<file path="config.mk">
export PLATFORM = sky130hd
export DESIGN_NAME = adc_clock_trigger_select
export DESIGN_NICKNAME = d
export VERILOG_FILES = /design/src/verilog/conv_ctrl_pkg.sv /design/src/verilog/adc_clock_trigger_select.sv
export VERILOG_INCLUDE_DIRS = /design/src /design/src/verilog
export SDC_FILE = /design/constraint.sdc
export NUM_CORES = 1
export LEC_CHECK = 0
export BUFFER_PORTS_ARGS = -buffer_cell sky130_fd_sc_hd__buf_4
export CAP_MARGIN = 20
export CORE_MARGIN = 10
export CORE_UTILIZATION = 52
export DETAILED_ROUTE_END_ITERATION = 8
export PLACE_DENSITY = 0.9
export RECOVER_POWER = 25
export SYNTH_ARGS = -nofsm -noshare
export SYNTH_HDL_FRONTEND = slang
export SYNTH_SLANG_ARGS = --single-unit
</file>
<file path="constraint.sdc">
create_clock -name aclk -period 3.3 [get_ports aclk]
set_clock_uncertainty 0.2 [all_clocks]
set_input_delay 0.165 -clock aclk [delete_from_list [all_inputs] [get_ports aclk]]
set_output_delay 0.165 -clock aclk [all_outputs]
set_load 0.005 [all_outputs]
</file>
<file path="src/verilog/conv_ctrl_regs.svh">
// Offsets, field positions, reset values and counts for the converter control glue.
// Assumes inclusion by bare name from the package and the design module.
`ifndef CONV_CTRL_REGS_SVH
`define CONV_CTRL_REGS_SVH

// Register byte offsets
`define OFF_CLK_CFG 4'h0
`define OFF_TRIG_CFG 4'h4
`define OFF_CHAN_CFG 4'h8
`define OFF_STATUS 4'hc

// Clock configuration fields
`define CLK_SRC_LSB 0
`define CLK_DIV_LSB 2
`define CLK_CFG_RST 32'h0000_0000

// Trigger configuration fields
`define TRIG_SRC_LSB 0
`define TRIG_EN_BIT 2
`define TRIG_DLY_LSB 8
`define TRIG_CFG_RST 32'h0000_0000

// Channel configuration fields
`define CHAN_LSB 0
`define CHAN_CFG_RST 32'h0000_0000
`define CHAN_TEMP 5'h16
`define CHAN_BANDGAP 5'h17
`define CHAN_MAX_PIN 5'h0f

// Conversion timing
`define CONV_CYCLES 5'h0e

`endif
</file>
<file path="src/verilog/conv_ctrl_pkg.sv">
// Types for the converter control glue.
// Assumes the constants header sits beside it.
package conv_ctrl_pkg;
  `include "conv_ctrl_regs.svh"

  typedef enum logic [1:0]
  {
    clk_bus = 2'h0,
    clk_bus_half = 2'h1,
    clk_alternate = 2'h2,
    clk_local_async = 2'h3
  } clk_src_t;

  typedef enum logic [1:0]
  {
    trig_modulo_timer = 2'h0,
    trig_rtc = 2'h1,
    trig_timer_match = 2'h2,
    trig_timer_init = 2'h3
  } trig_src_t;

  typedef struct packed
  {
    logic modulo_timer_zero_ovf;
    logic rtc_ovf;
    logic six_channel_timer_match;
    logic six_channel_timer_init;
  } trig_in_t;

  typedef struct packed
  {
    logic bus;
    logic local_async_conv_clock;
    logic alternate_conv_clock;
  } clk_in_t;
endpackage

</file>
<file path="src/verilog/adc_clock_trigger_select.sv">
// Converter clock and trigger selection glue with an AXI4-Lite register slave.
// Assumes clock sources arrive as levels sampled on aclk and triggers as aclk pulses.
//
// Notes on behaviour
// - Each conversion yields a 12-bit result for the selected channel.
// - Clock source mux offers bus, bus halved, local async, alternate clock.
// - Alternate clock input comes from the external oscillator output.
// - Selected source is divided by two to the power of the divide field to form conversion clock.
// - Alternate clock keeps running in wait mode.
// - Alternate clock is unavailable as conversion clock in deep stop.
// - Hardware trigger picks one of four timer-derived sources.
// - Six-channel timer triggers pass through an 8-bit programmable delay.
// - All triggers work in run and wait; only real-time overflow in deep stop.
// - Reserved channel still converts; result is forced to all ones (12'hfff).
// - Channel code 22 routes the temperature sensor.
// - Channel code 23 routes the bandgap reference.
// - The delay is an 8-bit counter between six-channel timer triggers and converter trigger.
`timescale 1ns/1ps
`include "conv_ctrl_regs.svh"

module adc_clock_trigger_select
  import conv_ctrl_pkg::*;
(
  input wire logic aclk,
  input wire logic aresetn,
  input wire logic [3:0] s_axi_awaddr,
  input wire logic s_axi_awvalid,
  output logic s_axi_awready,
  input wire logic [31:0] s_axi_wdata,
  input wire logic [3:0] s_axi_wstrb,
  input wire logic s_axi_wvalid,
  output logic s_axi_wready,
  output logic [1:0] s_axi_bresp,
  output logic s_axi_bvalid,
  input wire logic s_axi_bready,
  input wire logic [3:0] s_axi_araddr,
  input wire logic s_axi_arvalid,
  output logic s_axi_arready,
  output logic [31:0] s_axi_rdata,
  output logic [1:0] s_axi_rresp,
  output logic s_axi_rvalid,
  input wire logic s_axi_rready,
  input wire logic local_async_conv_clock,
  input wire logic ext_osc_output,
  input wire clk_in_t unused_clk,
  input wire trig_in_t trig_in,
  input wire logic wait_mode,
  input wire logic deep_stop_mode,
  input wire logic [11:0] analog_sample,
  output logic conversion_clock,
  output logic hw_trigger,
  output logic [4:0] selected_channel,
  output logic temp_sensor_channel,
  output logic bandgap_channel,
  output logic [11:0] conv_result,
  output logic conv_done
);

  // ==========================================================
  // Register state
  logic [31:0] clk_cfg, next_clk_cfg;
  logic [31:0] trig_cfg, next_trig_cfg;
  logic [31:0] chan_cfg, next_chan_cfg;
  logic [3:0] waddr, next_waddr;
  logic [31:0] wdata, next_wdata;
  logic [3:0] wstrb, next_wstrb;
  logic have_aw, next_have_aw;
  logic have_w, next_have_w;
  logic bvalid, next_bvalid;
  logic [1:0] bresp, next_bresp;
  logic rvalid, next_rvalid;
  logic [31:0] rdata, next_rdata;
  logic [1:0] rresp, next_rresp;
  logic [31:0] status_word;

  function automatic logic [31:0] merge(input logic [31:0] old, input logic [31:0] val,
                                        input logic [3:0] strb);
    logic [31:0] res;
    res = old;
    for (int i = 0; i < 4; i++)
    begin
      if (strb[i])
      begin
        res[i*8 +: 8] = val[i*8 +: 8];
      end
    end
    return res;
  endfunction

  always_comb
  begin
    next_clk_cfg = clk_cfg;
    next_trig_cfg = trig_cfg;
    next_chan_cfg = chan_cfg;
    next_waddr = waddr;
    next_wdata = wdata;
    next_wstrb = wstrb;
    next_have_aw = have_aw;
    next_have_w = have_w;
    next_bvalid = bvalid;
    next_bresp = bresp;
    next_rvalid = rvalid;
    next_rdata = rdata;
    next_rresp = rresp;
    if (s_axi_awvalid && !have_aw)
    begin
      next_have_aw = 1'b1;
      next_waddr = s_axi_awaddr;
    end
    if (s_axi_wvalid && !have_w)
    begin
      next_have_w = 1'b1;
      next_wdata = s_axi_wdata;
      next_wstrb = s_axi_wstrb;
    end
    if (have_aw && have_w && !bvalid)
    begin
      next_have_aw = 1'b0;
      next_have_w = 1'b0;
      next_bvalid = 1'b1;
      next_bresp = 2'h0;
      unique case (waddr)
        `OFF_CLK_CFG: next_clk_cfg = merge(clk_cfg, wdata, wstrb) & 32'h0000_001f;
        `OFF_TRIG_CFG: next_trig_cfg = merge(trig_cfg, wdata, wstrb) & 32'h0000_ff07;
        `OFF_CHAN_CFG: next_chan_cfg = merge(chan_cfg, wdata, wstrb) & 32'h0000_001f;
        `OFF_STATUS: next_bresp = 2'h0;
        default: next_bresp = 2'h2;
      endcase
    end
    if (bvalid && s_axi_bready)
    begin
      next_bvalid = 1'b0;
    end
    if (s_axi_arvalid && !rvalid)
    begin
      next_rvalid = 1'b1;
      next_rresp = 2'h0;
      unique case (s_axi_araddr)
        `OFF_CLK_CFG: next_rdata = clk_cfg;
        `OFF_TRIG_CFG: next_rdata = trig_cfg;
        `OFF_CHAN_CFG: next_rdata = chan_cfg;
        `OFF_STATUS: next_rdata = status_word;
        default:
        begin
          next_rdata = 32'h0000_0000;
          next_rresp = 2'h2;
        end
      endcase
    end
    else if (rvalid && s_axi_rready)
    begin
      next_rvalid = 1'b0;
    end
  end

  always_ff @(posedge aclk)
  begin
    if (!aresetn)
    begin
      clk_cfg <= `CLK_CFG_RST;
      trig_cfg <= `TRIG_CFG_RST;
      chan_cfg <= `CHAN_CFG_RST;
      waddr <= 4'h0;
      wdata <= 32'h0000_0000;
      wstrb <= 4'h0;
      have_aw <= 1'b0;
      have_w <= 1'b0;
      bvalid <= 1'b0;
      bresp <= 2'h0;
      rvalid <= 1'b0;
      rdata <= 32'h0000_0000;
      rresp <= 2'h0;
    end
    else
    begin
      clk_cfg <= next_clk_cfg;
      trig_cfg <= next_trig_cfg;
      chan_cfg <= next_chan_cfg;
      waddr <= next_waddr;
      wdata <= next_wdata;
      wstrb <= next_wstrb;
      have_aw <= next_have_aw;
      have_w <= next_have_w;
      bvalid <= next_bvalid;
      bresp <= next_bresp;
      rvalid <= next_rvalid;
      rdata <= next_rdata;
      rresp <= next_rresp;
    end
  end

  assign s_axi_awready = !have_aw;
  assign s_axi_wready = !have_w;
  assign s_axi_bvalid = bvalid;
  assign s_axi_bresp = bresp;
  assign s_axi_arready = !rvalid;
  assign s_axi_rvalid = rvalid;
  assign s_axi_rdata = rdata;
  assign s_axi_rresp = rresp;

  // ==========================================================
  // Conversion clock selection and divider
  clk_src_t clk_src;
  logic [2:0] div_field;
  logic alternate_conv_clock;
  logic src_level, src_prev, next_src_prev;
  logic src_edge, half_tog, next_half_tog;
  logic [7:0] div_cnt, next_div_cnt;
  logic [7:0] div_ratio;
  logic conv_clk_en, next_conv_clk_en;
  logic alt_blocked;

  assign clk_src = clk_src_t'(clk_cfg[`CLK_SRC_LSB +: 2]);
  assign div_field = clk_cfg[`CLK_DIV_LSB +: 3];
  assign alternate_conv_clock = ext_osc_output;
  assign alt_blocked = deep_stop_mode && (clk_src == clk_alternate);
  assign div_ratio = 8'h01 << div_field;

  always_comb
  begin
    unique case (clk_src)
      clk_bus: src_level = half_tog;
      clk_bus_half: src_level = half_tog;
      clk_alternate: src_level = alternate_conv_clock;
      clk_local_async: src_level = local_async_conv_clock;
    endcase
  end

  always_comb
  begin
    next_half_tog = !half_tog;
    next_src_prev = src_level;
    next_div_cnt = div_cnt;
    next_conv_clk_en = 1'b0;
    if (clk_src == clk_bus)
    begin
      src_edge = 1'b1;
    end
    else
    begin
      src_edge = src_level && !src_prev;
    end
    if (src_edge && !alt_blocked)
    begin
      if (div_cnt >= div_ratio - 8'h01)
      begin
        next_div_cnt = 8'h00;
        next_conv_clk_en = 1'b1;
      end
      else
      begin
        next_div_cnt = div_cnt + 8'h01;
      end
    end
  end

  always_ff @(posedge aclk)
  begin
    if (!aresetn)
    begin
      half_tog <= 1'b0;
      src_prev <= 1'b0;
      div_cnt <= 8'h00;
      conv_clk_en <= 1'b0;
    end
    else
    begin
      half_tog <= next_half_tog;
      src_prev <= next_src_prev;
      div_cnt <= next_div_cnt;
      conv_clk_en <= next_conv_clk_en;
    end
  end

  assign conversion_clock = conv_clk_en;

  // ==========================================================
  // Trigger selection and delay counter
  trig_src_t trig_src;
  logic trig_en, raw_trig, timer_trig;
  logic [7:0] dly_cnt, next_dly_cnt;
  logic dly_busy, next_dly_busy;
  logic trig_pulse, next_trig_pulse;

  assign trig_src = trig_src_t'(trig_cfg[`TRIG_SRC_LSB +: 2]);
  assign trig_en = trig_cfg[`TRIG_EN_BIT];

  always_comb
  begin
    raw_trig = 1'b0;
    timer_trig = 1'b0;
    unique case (trig_src)
      trig_modulo_timer: raw_trig = trig_in.modulo_timer_zero_ovf && !deep_stop_mode;
      trig_rtc: raw_trig = trig_in.rtc_ovf;
      trig_timer_match: timer_trig = trig_in.six_channel_timer_match && !deep_stop_mode;
      trig_timer_init: timer_trig = trig_in.six_channel_timer_init && !deep_stop_mode;
    endcase
  end

  always_comb
  begin
    next_dly_cnt = dly_cnt;
    next_dly_busy = dly_busy;
    next_trig_pulse = 1'b0;
    if (!trig_en || deep_stop_mode && dly_busy)
    begin
      next_dly_busy = 1'b0;
    end
    else if (raw_trig)
    begin
      next_trig_pulse = 1'b1;
    end
    else if (timer_trig)
    begin
      next_dly_cnt = trig_cfg[`TRIG_DLY_LSB +: 8];
      next_dly_busy = (trig_cfg[`TRIG_DLY_LSB +: 8] != 8'h00);
      next_trig_pulse = (trig_cfg[`TRIG_DLY_LSB +: 8] == 8'h00);
    end
    else if (dly_busy)
    begin
      next_dly_cnt = dly_cnt - 8'h01;
      if (dly_cnt == 8'h01)
      begin
        next_dly_busy = 1'b0;
        next_trig_pulse = 1'b1;
      end
    end
  end

  always_ff @(posedge aclk)
  begin
    if (!aresetn)
    begin
      dly_cnt <= 8'h00;
      dly_busy <= 1'b0;
      trig_pulse <= 1'b0;
    end
    else
    begin
      dly_cnt <= next_dly_cnt;
      dly_busy <= next_dly_busy;
      trig_pulse <= next_trig_pulse;
    end
  end

  assign hw_trigger = trig_pulse;

  // ==========================================================
  // Channel routing and conversion sequencing
  logic [4:0] busy_cnt, next_busy_cnt;
  logic [11:0] result, next_result;
  logic done, next_done;
  logic chan_reserved;

  assign selected_channel = chan_cfg[`CHAN_LSB +: 5];
  assign temp_sensor_channel = (selected_channel == `CHAN_TEMP);
  assign bandgap_channel = (selected_channel == `CHAN_BANDGAP);
  assign chan_reserved = (selected_channel > `CHAN_MAX_PIN) && !temp_sensor_channel
                         && !bandgap_channel;

  always_comb
  begin
    next_busy_cnt = busy_cnt;
    next_result = result;
    next_done = 1'b0;
    if (busy_cnt == 5'h00)
    begin
      if (trig_pulse)
      begin
        next_busy_cnt = `CONV_CYCLES;
      end
    end
    else if (conv_clk_en)
    begin
      next_busy_cnt = busy_cnt - 5'h01;
      if (busy_cnt == 5'h01)
      begin
        next_result = chan_reserved ? 12'hfff : analog_sample;
        next_done = 1'b1;
      end
    end
  end

  always_ff @(posedge aclk)
  begin
    if (!aresetn)
    begin
      busy_cnt <= 5'h00;
      result <= 12'h000;
      done <= 1'b0;
    end
    else
    begin
      busy_cnt <= next_busy_cnt;
      result <= next_result;
      done <= next_done;
    end
  end

  assign conv_result = result;
  assign conv_done = done;
  assign status_word = {15'h0000, dly_busy, dly_cnt, 3'h0, busy_cnt != 5'h00, result[11:8]}
                       | {20'h00000, result};

endmodule

</file>
Yosys cells after proc, flatten, opt, wreduce, memory -nomap -nowiden
Cells that the tools add are included.
- bits in registers: 122
- word-level logic and storage cells: 133
- output and inout port bits: 63
- add/sub/neg operators: 4
- muxes and demuxes: 25
- bitwise logic cells: 6
- reductions and logical operators: 54
- shift operators: 1
- equality and inequality tests: 17
- order comparisons: 2
- operator list (kind ; count):
    17-bit one-hot mux with 4 select lines ; 1
    8-bit 2-to-1 mux ; 3
    3-bit AND reduction ; 6
    17-bit by 12-bit bitwise OR with 17-bit output ; 1
    4-bit equality test (second input constant) ; 4
    1-bit logical AND ; 16
    8-bit by 1-bit subtractor with 8-bit output (second input constant) ; 2
    5-bit 2-to-1 mux ; 3
    1-bit 2-to-1 mux ; 12
    12-bit 2-to-1 mux ; 1
    1-bit zero test ; 11
    5-bit equality test (second input constant) ; 2
    8-bit by 1-bit adder with 8-bit output (second input constant) ; 1
    2-bit equality test (second input constant) ; 4
    4-bit by 3-bit equality test with 1-bit output (second input constant) ; 2
    8-bit by 1-bit equality test with 1-bit output (second input constant) ; 1
    8-bit >= comparator ; 1
    4-bit zero test ; 2
    8-bit zero test ; 1
    8-bit nonzero test ; 1
    2-bit OR reduction ; 4
    4-bit OR reduction ; 2
    1-bit by 3-bit left shift with 8-bit output (first input constant) ; 1
    2-bit nonzero test ; 3
    other kinds (15) ; 24

Logic depth before layout (Yosys ltp)
- depth in word-level cells: 7
- mapped depth: 9

Worst setup path before layout
No wires, ideal clock.
- kind: register to register
- start: register clk_cfg[4]
- end: register div_cnt[7]
- required time: 3.025 ns
- stages on the path, launching flop included: 10
- data arrival time: 2.089 ns
- path slack: 0.936 ns
- library setup time: 0.075 ns
- buffers on the path: 2
- path through: dfxtp_1 > clkbuf_1 > or3_1 > ha_1 > nor2b_1 > o21ai_0 > a211oi_1 > buf_2 > nand3_1 > a31oi_1
- cells in the longest elaborated chain, start to end: 4
- ends and longest elaborated chain (what ; RTL line ; text):
    start: declaration ; adc_clock_trigger_select.sv:61 ; logic [31:0] clk_cfg, next_clk_cfg;
    start signal: assignment ; adc_clock_trigger_select.sv:160 ; clk_cfg <= `CLK_CFG_RST;
    start signal: assignment ; adc_clock_trigger_select.sv:176 ; clk_cfg <= next_clk_cfg;
    1-bit by 3-bit left shift with 8-bit output ; adc_clock_trigger_select.sv:217 ; assign div_ratio = 8'h01 << div_field;
    8-bit by 1-bit subtractor with 8-bit output ; adc_clock_trigger_select.sv:245 ; if (div_cnt >= div_ratio - 8'h01)
    8-bit >= comparator ; adc_clock_trigger_select.sv:245 ;
    8-bit 2-to-1 mux ; adc_clock_trigger_select.sv:245 ;
    end signal: assignment ; adc_clock_trigger_select.sv:270 ; div_cnt <= next_div_cnt;
    end: declaration ; adc_clock_trigger_select.sv:208 ; logic [7:0] div_cnt, next_div_cnt;
No other way between the ends.
A chain may end at the register's enable or synchronous reset.

Final worst setup path
- start: register rvalid, in the netlist s_axi_rvalid
- end: register rdata[1], in the netlist s_axi_rdata[1]
- cells in the longest elaborated chain, start to end: 2
- ends and longest elaborated chain (what ; RTL line ; text):
    start: declaration ; adc_clock_trigger_select.sv:71 ; logic rvalid, next_rvalid;
    start signal: assignment ; adc_clock_trigger_select.sv:186 ; rvalid <= next_rvalid;
    1-bit zero test ; adc_clock_trigger_select.sv:134 ; if (s_axi_arvalid && !rvalid)
    1-bit logical AND ; adc_clock_trigger_select.sv:134 ;
    end signal: assignment ; adc_clock_trigger_select.sv:187 ; rdata <= next_rdata;
    end: declaration ; adc_clock_trigger_select.sv:72 ; logic [31:0] rdata, next_rdata;
No other way between the ends.

==> results.toml <==
[pwr]
sequentialPowerShare = 0.548
power_frac_clock = 0.336
intPower_w = 0.00176
p_leak_nw = 2.46
combPwrFrac = 0.116
p_sw_w = 0.000603
irDropWorstVdd_mv = 0.270
swShare = 0.255
powerDensity_nw_per_um2 = 396

[clock_tree]
path_clk_slew_ns = 0.10
numCtsBuffers = 9
cts_resized = 0
clk_latency_ns = 0.37
clockBufferDepth = 2
clkSinkCount = 102
cts_tree = "built"
h-tree-depth = 3
cts_root_buf = "clkbuf_8"
cts_setup_buffers = 0

[synthesis]
synth_cells = 554
synth_top_cell_area_share = 0.430
async_flop_share = 0
synth_warnings = 0
synth_top_flop_cell = "dfxtp_1"
synth_edf_count = 0
ys_seq_elements = 102
ys_seq_area_frac = 0.430
synthTopCellsByArea = "dfxtp_1, nand2_1, mux2i_1, nor2_1, a21oi_1"
netlist_area_um2 = 4740
synth_top_area_cell = "dfxtp_1"
yosysUniqueCellTypes = 55
syn_area_per_cell_um2 = 8.56

[grt]
grt_max_degree = 57
antenna_found_initial = 0
track_usage = 0.200
grt_pass1_vias = 4375
grt_first_pass_wirelength_mm = 22.1
overflow = 0

[critical_path]
worst_path_max_delay_cell = "dlygate4sd3_1"
startpoint = "s_axi_rvalid"
crit_arrival_ns = 2.50
crit_chain = "inv_1, nand2_1, nor3_1, dlygate4sd3_1, o31ai_1, a21oi_1"
worst-path-buf-inv = 2
required_ns = 3.39
path_class = "reg2reg"
critPathCaptureType = "flop"
rr_startpoint = "s_axi_rvalid"
cp_slowest_stage_delay_ns = 0.65
cp_top_family = "simple AND/OR/NAND/NOR gates"
setup.worst_path.start_class = "flop"
critPathMaxFanout = 14

[cells_and_area]
stdcell_count = 786
nets = 760
drive_above_1_share = 0.187
area_growth_pct = 25.5
final_util = 0.676
num_antenna_cells = 0

[flow_run]
maxCapViolCount = 0

[route]
drtIter0Drc = 303
ant_nets = 0
drt_first_pass_iters = 6
route.detailed.drc = 0
viasPerCell = 5.69
routed_wl_mm = 13.5
num_vias = 4474
wire_per_inst_um = 17.2

[timing]
rsz0062_at_grt = "false"
final.min_clock_period_ns = 2.41
fmax_ghz = 0.415
hold_viol = 0
worst_slew_pin_slew_ns = 1.15
hold_slack_ns = 0.0414
drv_slew = 0
setup_viol = 0
setup-tns-final_ns = 0
max_slew_margin = 0.232
finalCritPeriodShare = 0.730

[floorplanning]
dieArea_um2 = 13300
die_h_um = 116
start_util = 0.539
rows = 34
fp.dieW_um = 116
core_um2 = 8810
ios = 137

[run_status]
outcome = "completed"

[placed_design]
dp_hpwl_mm = 9.31
place_congestion = 0.864
dp.cells = 728
io_buffers = 94

[min_path]
min_from = "trig_in[2]"
hold_path.class = "in2reg"
## stage by stage
step,instance area [um^2],setup WS [ns],power [W]
finish,5960,0.892,0.00236
global placement,5400,1.08,0.00154
detailed placement,5400,1.03,0.00155
CTS,6010,0.964,0.00237
floorplan,4800,0.936,0.00147
global route,5960,0.657,0.00246
## power by group through the flow
stage          registers, W  logic (W)  clock network (W)
5_1_grt             0.00130   0.000305           0.000852
4_1_cts             0.00129   0.000272           0.000803
3_3_place_gp        0.00132   0.000223                  0
2_1_floorplan       0.00132   0.000151                  0
6_report            0.00129   0.000274           0.000793
3_5_place_dp        0.00132   0.000231                  0
## final cells by class
type                            count  area, um^2
Clock inverter                      7        72.6
Sequential cell                   102        2040
Fill cell                         695        2850
Clock buffer                        9         124
Inverter                           18        67.6
Timing Repair Buffer              139        1090
Tap cell                          108         135
Multi-Input combinational cell    403        2420
## path summary, 6_finish.rpt
path                         end  slack (ns)  cells after the start
setup / recovery  s_axi_rdata[1]        0.89                      6
hold / removal        hw_trigger        0.04                      5
setup reg to reg  s_axi_rdata[1]        0.89                      6
hold reg to reg         half_tog        0.26                      1
## cells in the mapped netlist (3+ instances only)
cell and instances:
dfxtp_1 102, or2_2 5, nor2_1 57, o211ai_1 3, buf_4 18, inv_1 18
o21ai_0 29, a211oi_1 7, mux2i_1 26, a21oi_2 3, nor3_1 14, nand2_1 71
and3_1 3, o22ai_1 4, a31oi_1 14, buf_1 4, or3_1 3, a22oi_1 5
nand3_1 27, and2_1 3, nand4_1 6, clkbuf_1 21, o221a_2 12, nor4_1 3
nor2b_1 5, a221oi_1 4, nand2b_1 5, a21oi_1 34, ha_1 13
## layer usage
layer / part of all wire / vias up / track usage
met1: 0.42 / 2071 / 0.237
met4: 0.015 / 0 / 0.0549
li1: - / 2172 / -
met2: 0.48 / 212 / 0.348
met3: 0.086 / 19 / 0.0574
met5: 0 / - / 0
## repair_timing
item                                    CTS  global route
endpoints found under the setup margin    0             0
hold buffers                             42             0
endpoints found under the hold margin    44             0
## registers in the layout, summed over array words and instances (netlist names)
name,count
s_axi_rresp,1
dly_busy,1
wdata,13
waddr,4
s_axi_rvalid,1
have_aw,1
s_axi_rdata,17
wstrb,2
div_cnt,8
s_axi_bvalid,1
s_axi_bresp,1
chan_cfg,5
conversion_clock,1
trig_cfg,11
have_w,1
clk_cfg,5
conv_result,12
src_prev,1
hw_trigger,1
conv_done,1
half_tog,1
busy_cnt,5
dly_cnt,8
## logic make-up after synthesis
group                      after synthesis  share of synthesized area
AOI/OAI and AO/OA                      123                      0.169
xor gates and xnor gates                 2                    0.00369
adders and majority gates               13                     0.0343
buffers and inverters                   65                     0.0712
DFF                                    102                      0.430
muxes                                   30                     0.0707
other                                    2                    0.00158
and+or+nand+nor                        217                      0.219
## placed cells by master (no fill, tap or decap), types with 6 or more instances in the layout
cell type and n:
clkbuf_8 9, dlygate4sd3_1 42, nand3_1 27, nand4_1 6, o221a_2 12, nand2_1 71, clkbuf_1 15, nor2_1 57
a211oi_1 7, dfxtp_1 102, a21oi_1 34, mux2i_1 26, a31oi_1 14, o21ai_0 29, clkbuf_4 17, ha_1 13
conb_1 18, buf_4 64, inv_1 18, nor3_1 14
## tightest hold or removal path, cell delays in order
cell and delay (ns):
buf_4 0.12, nand2_1 0.07, a21oi_2 0.08, inv_1 0.07, a31oi_1 0.07
Note: power is estimated with default switching activity, not from simulation.
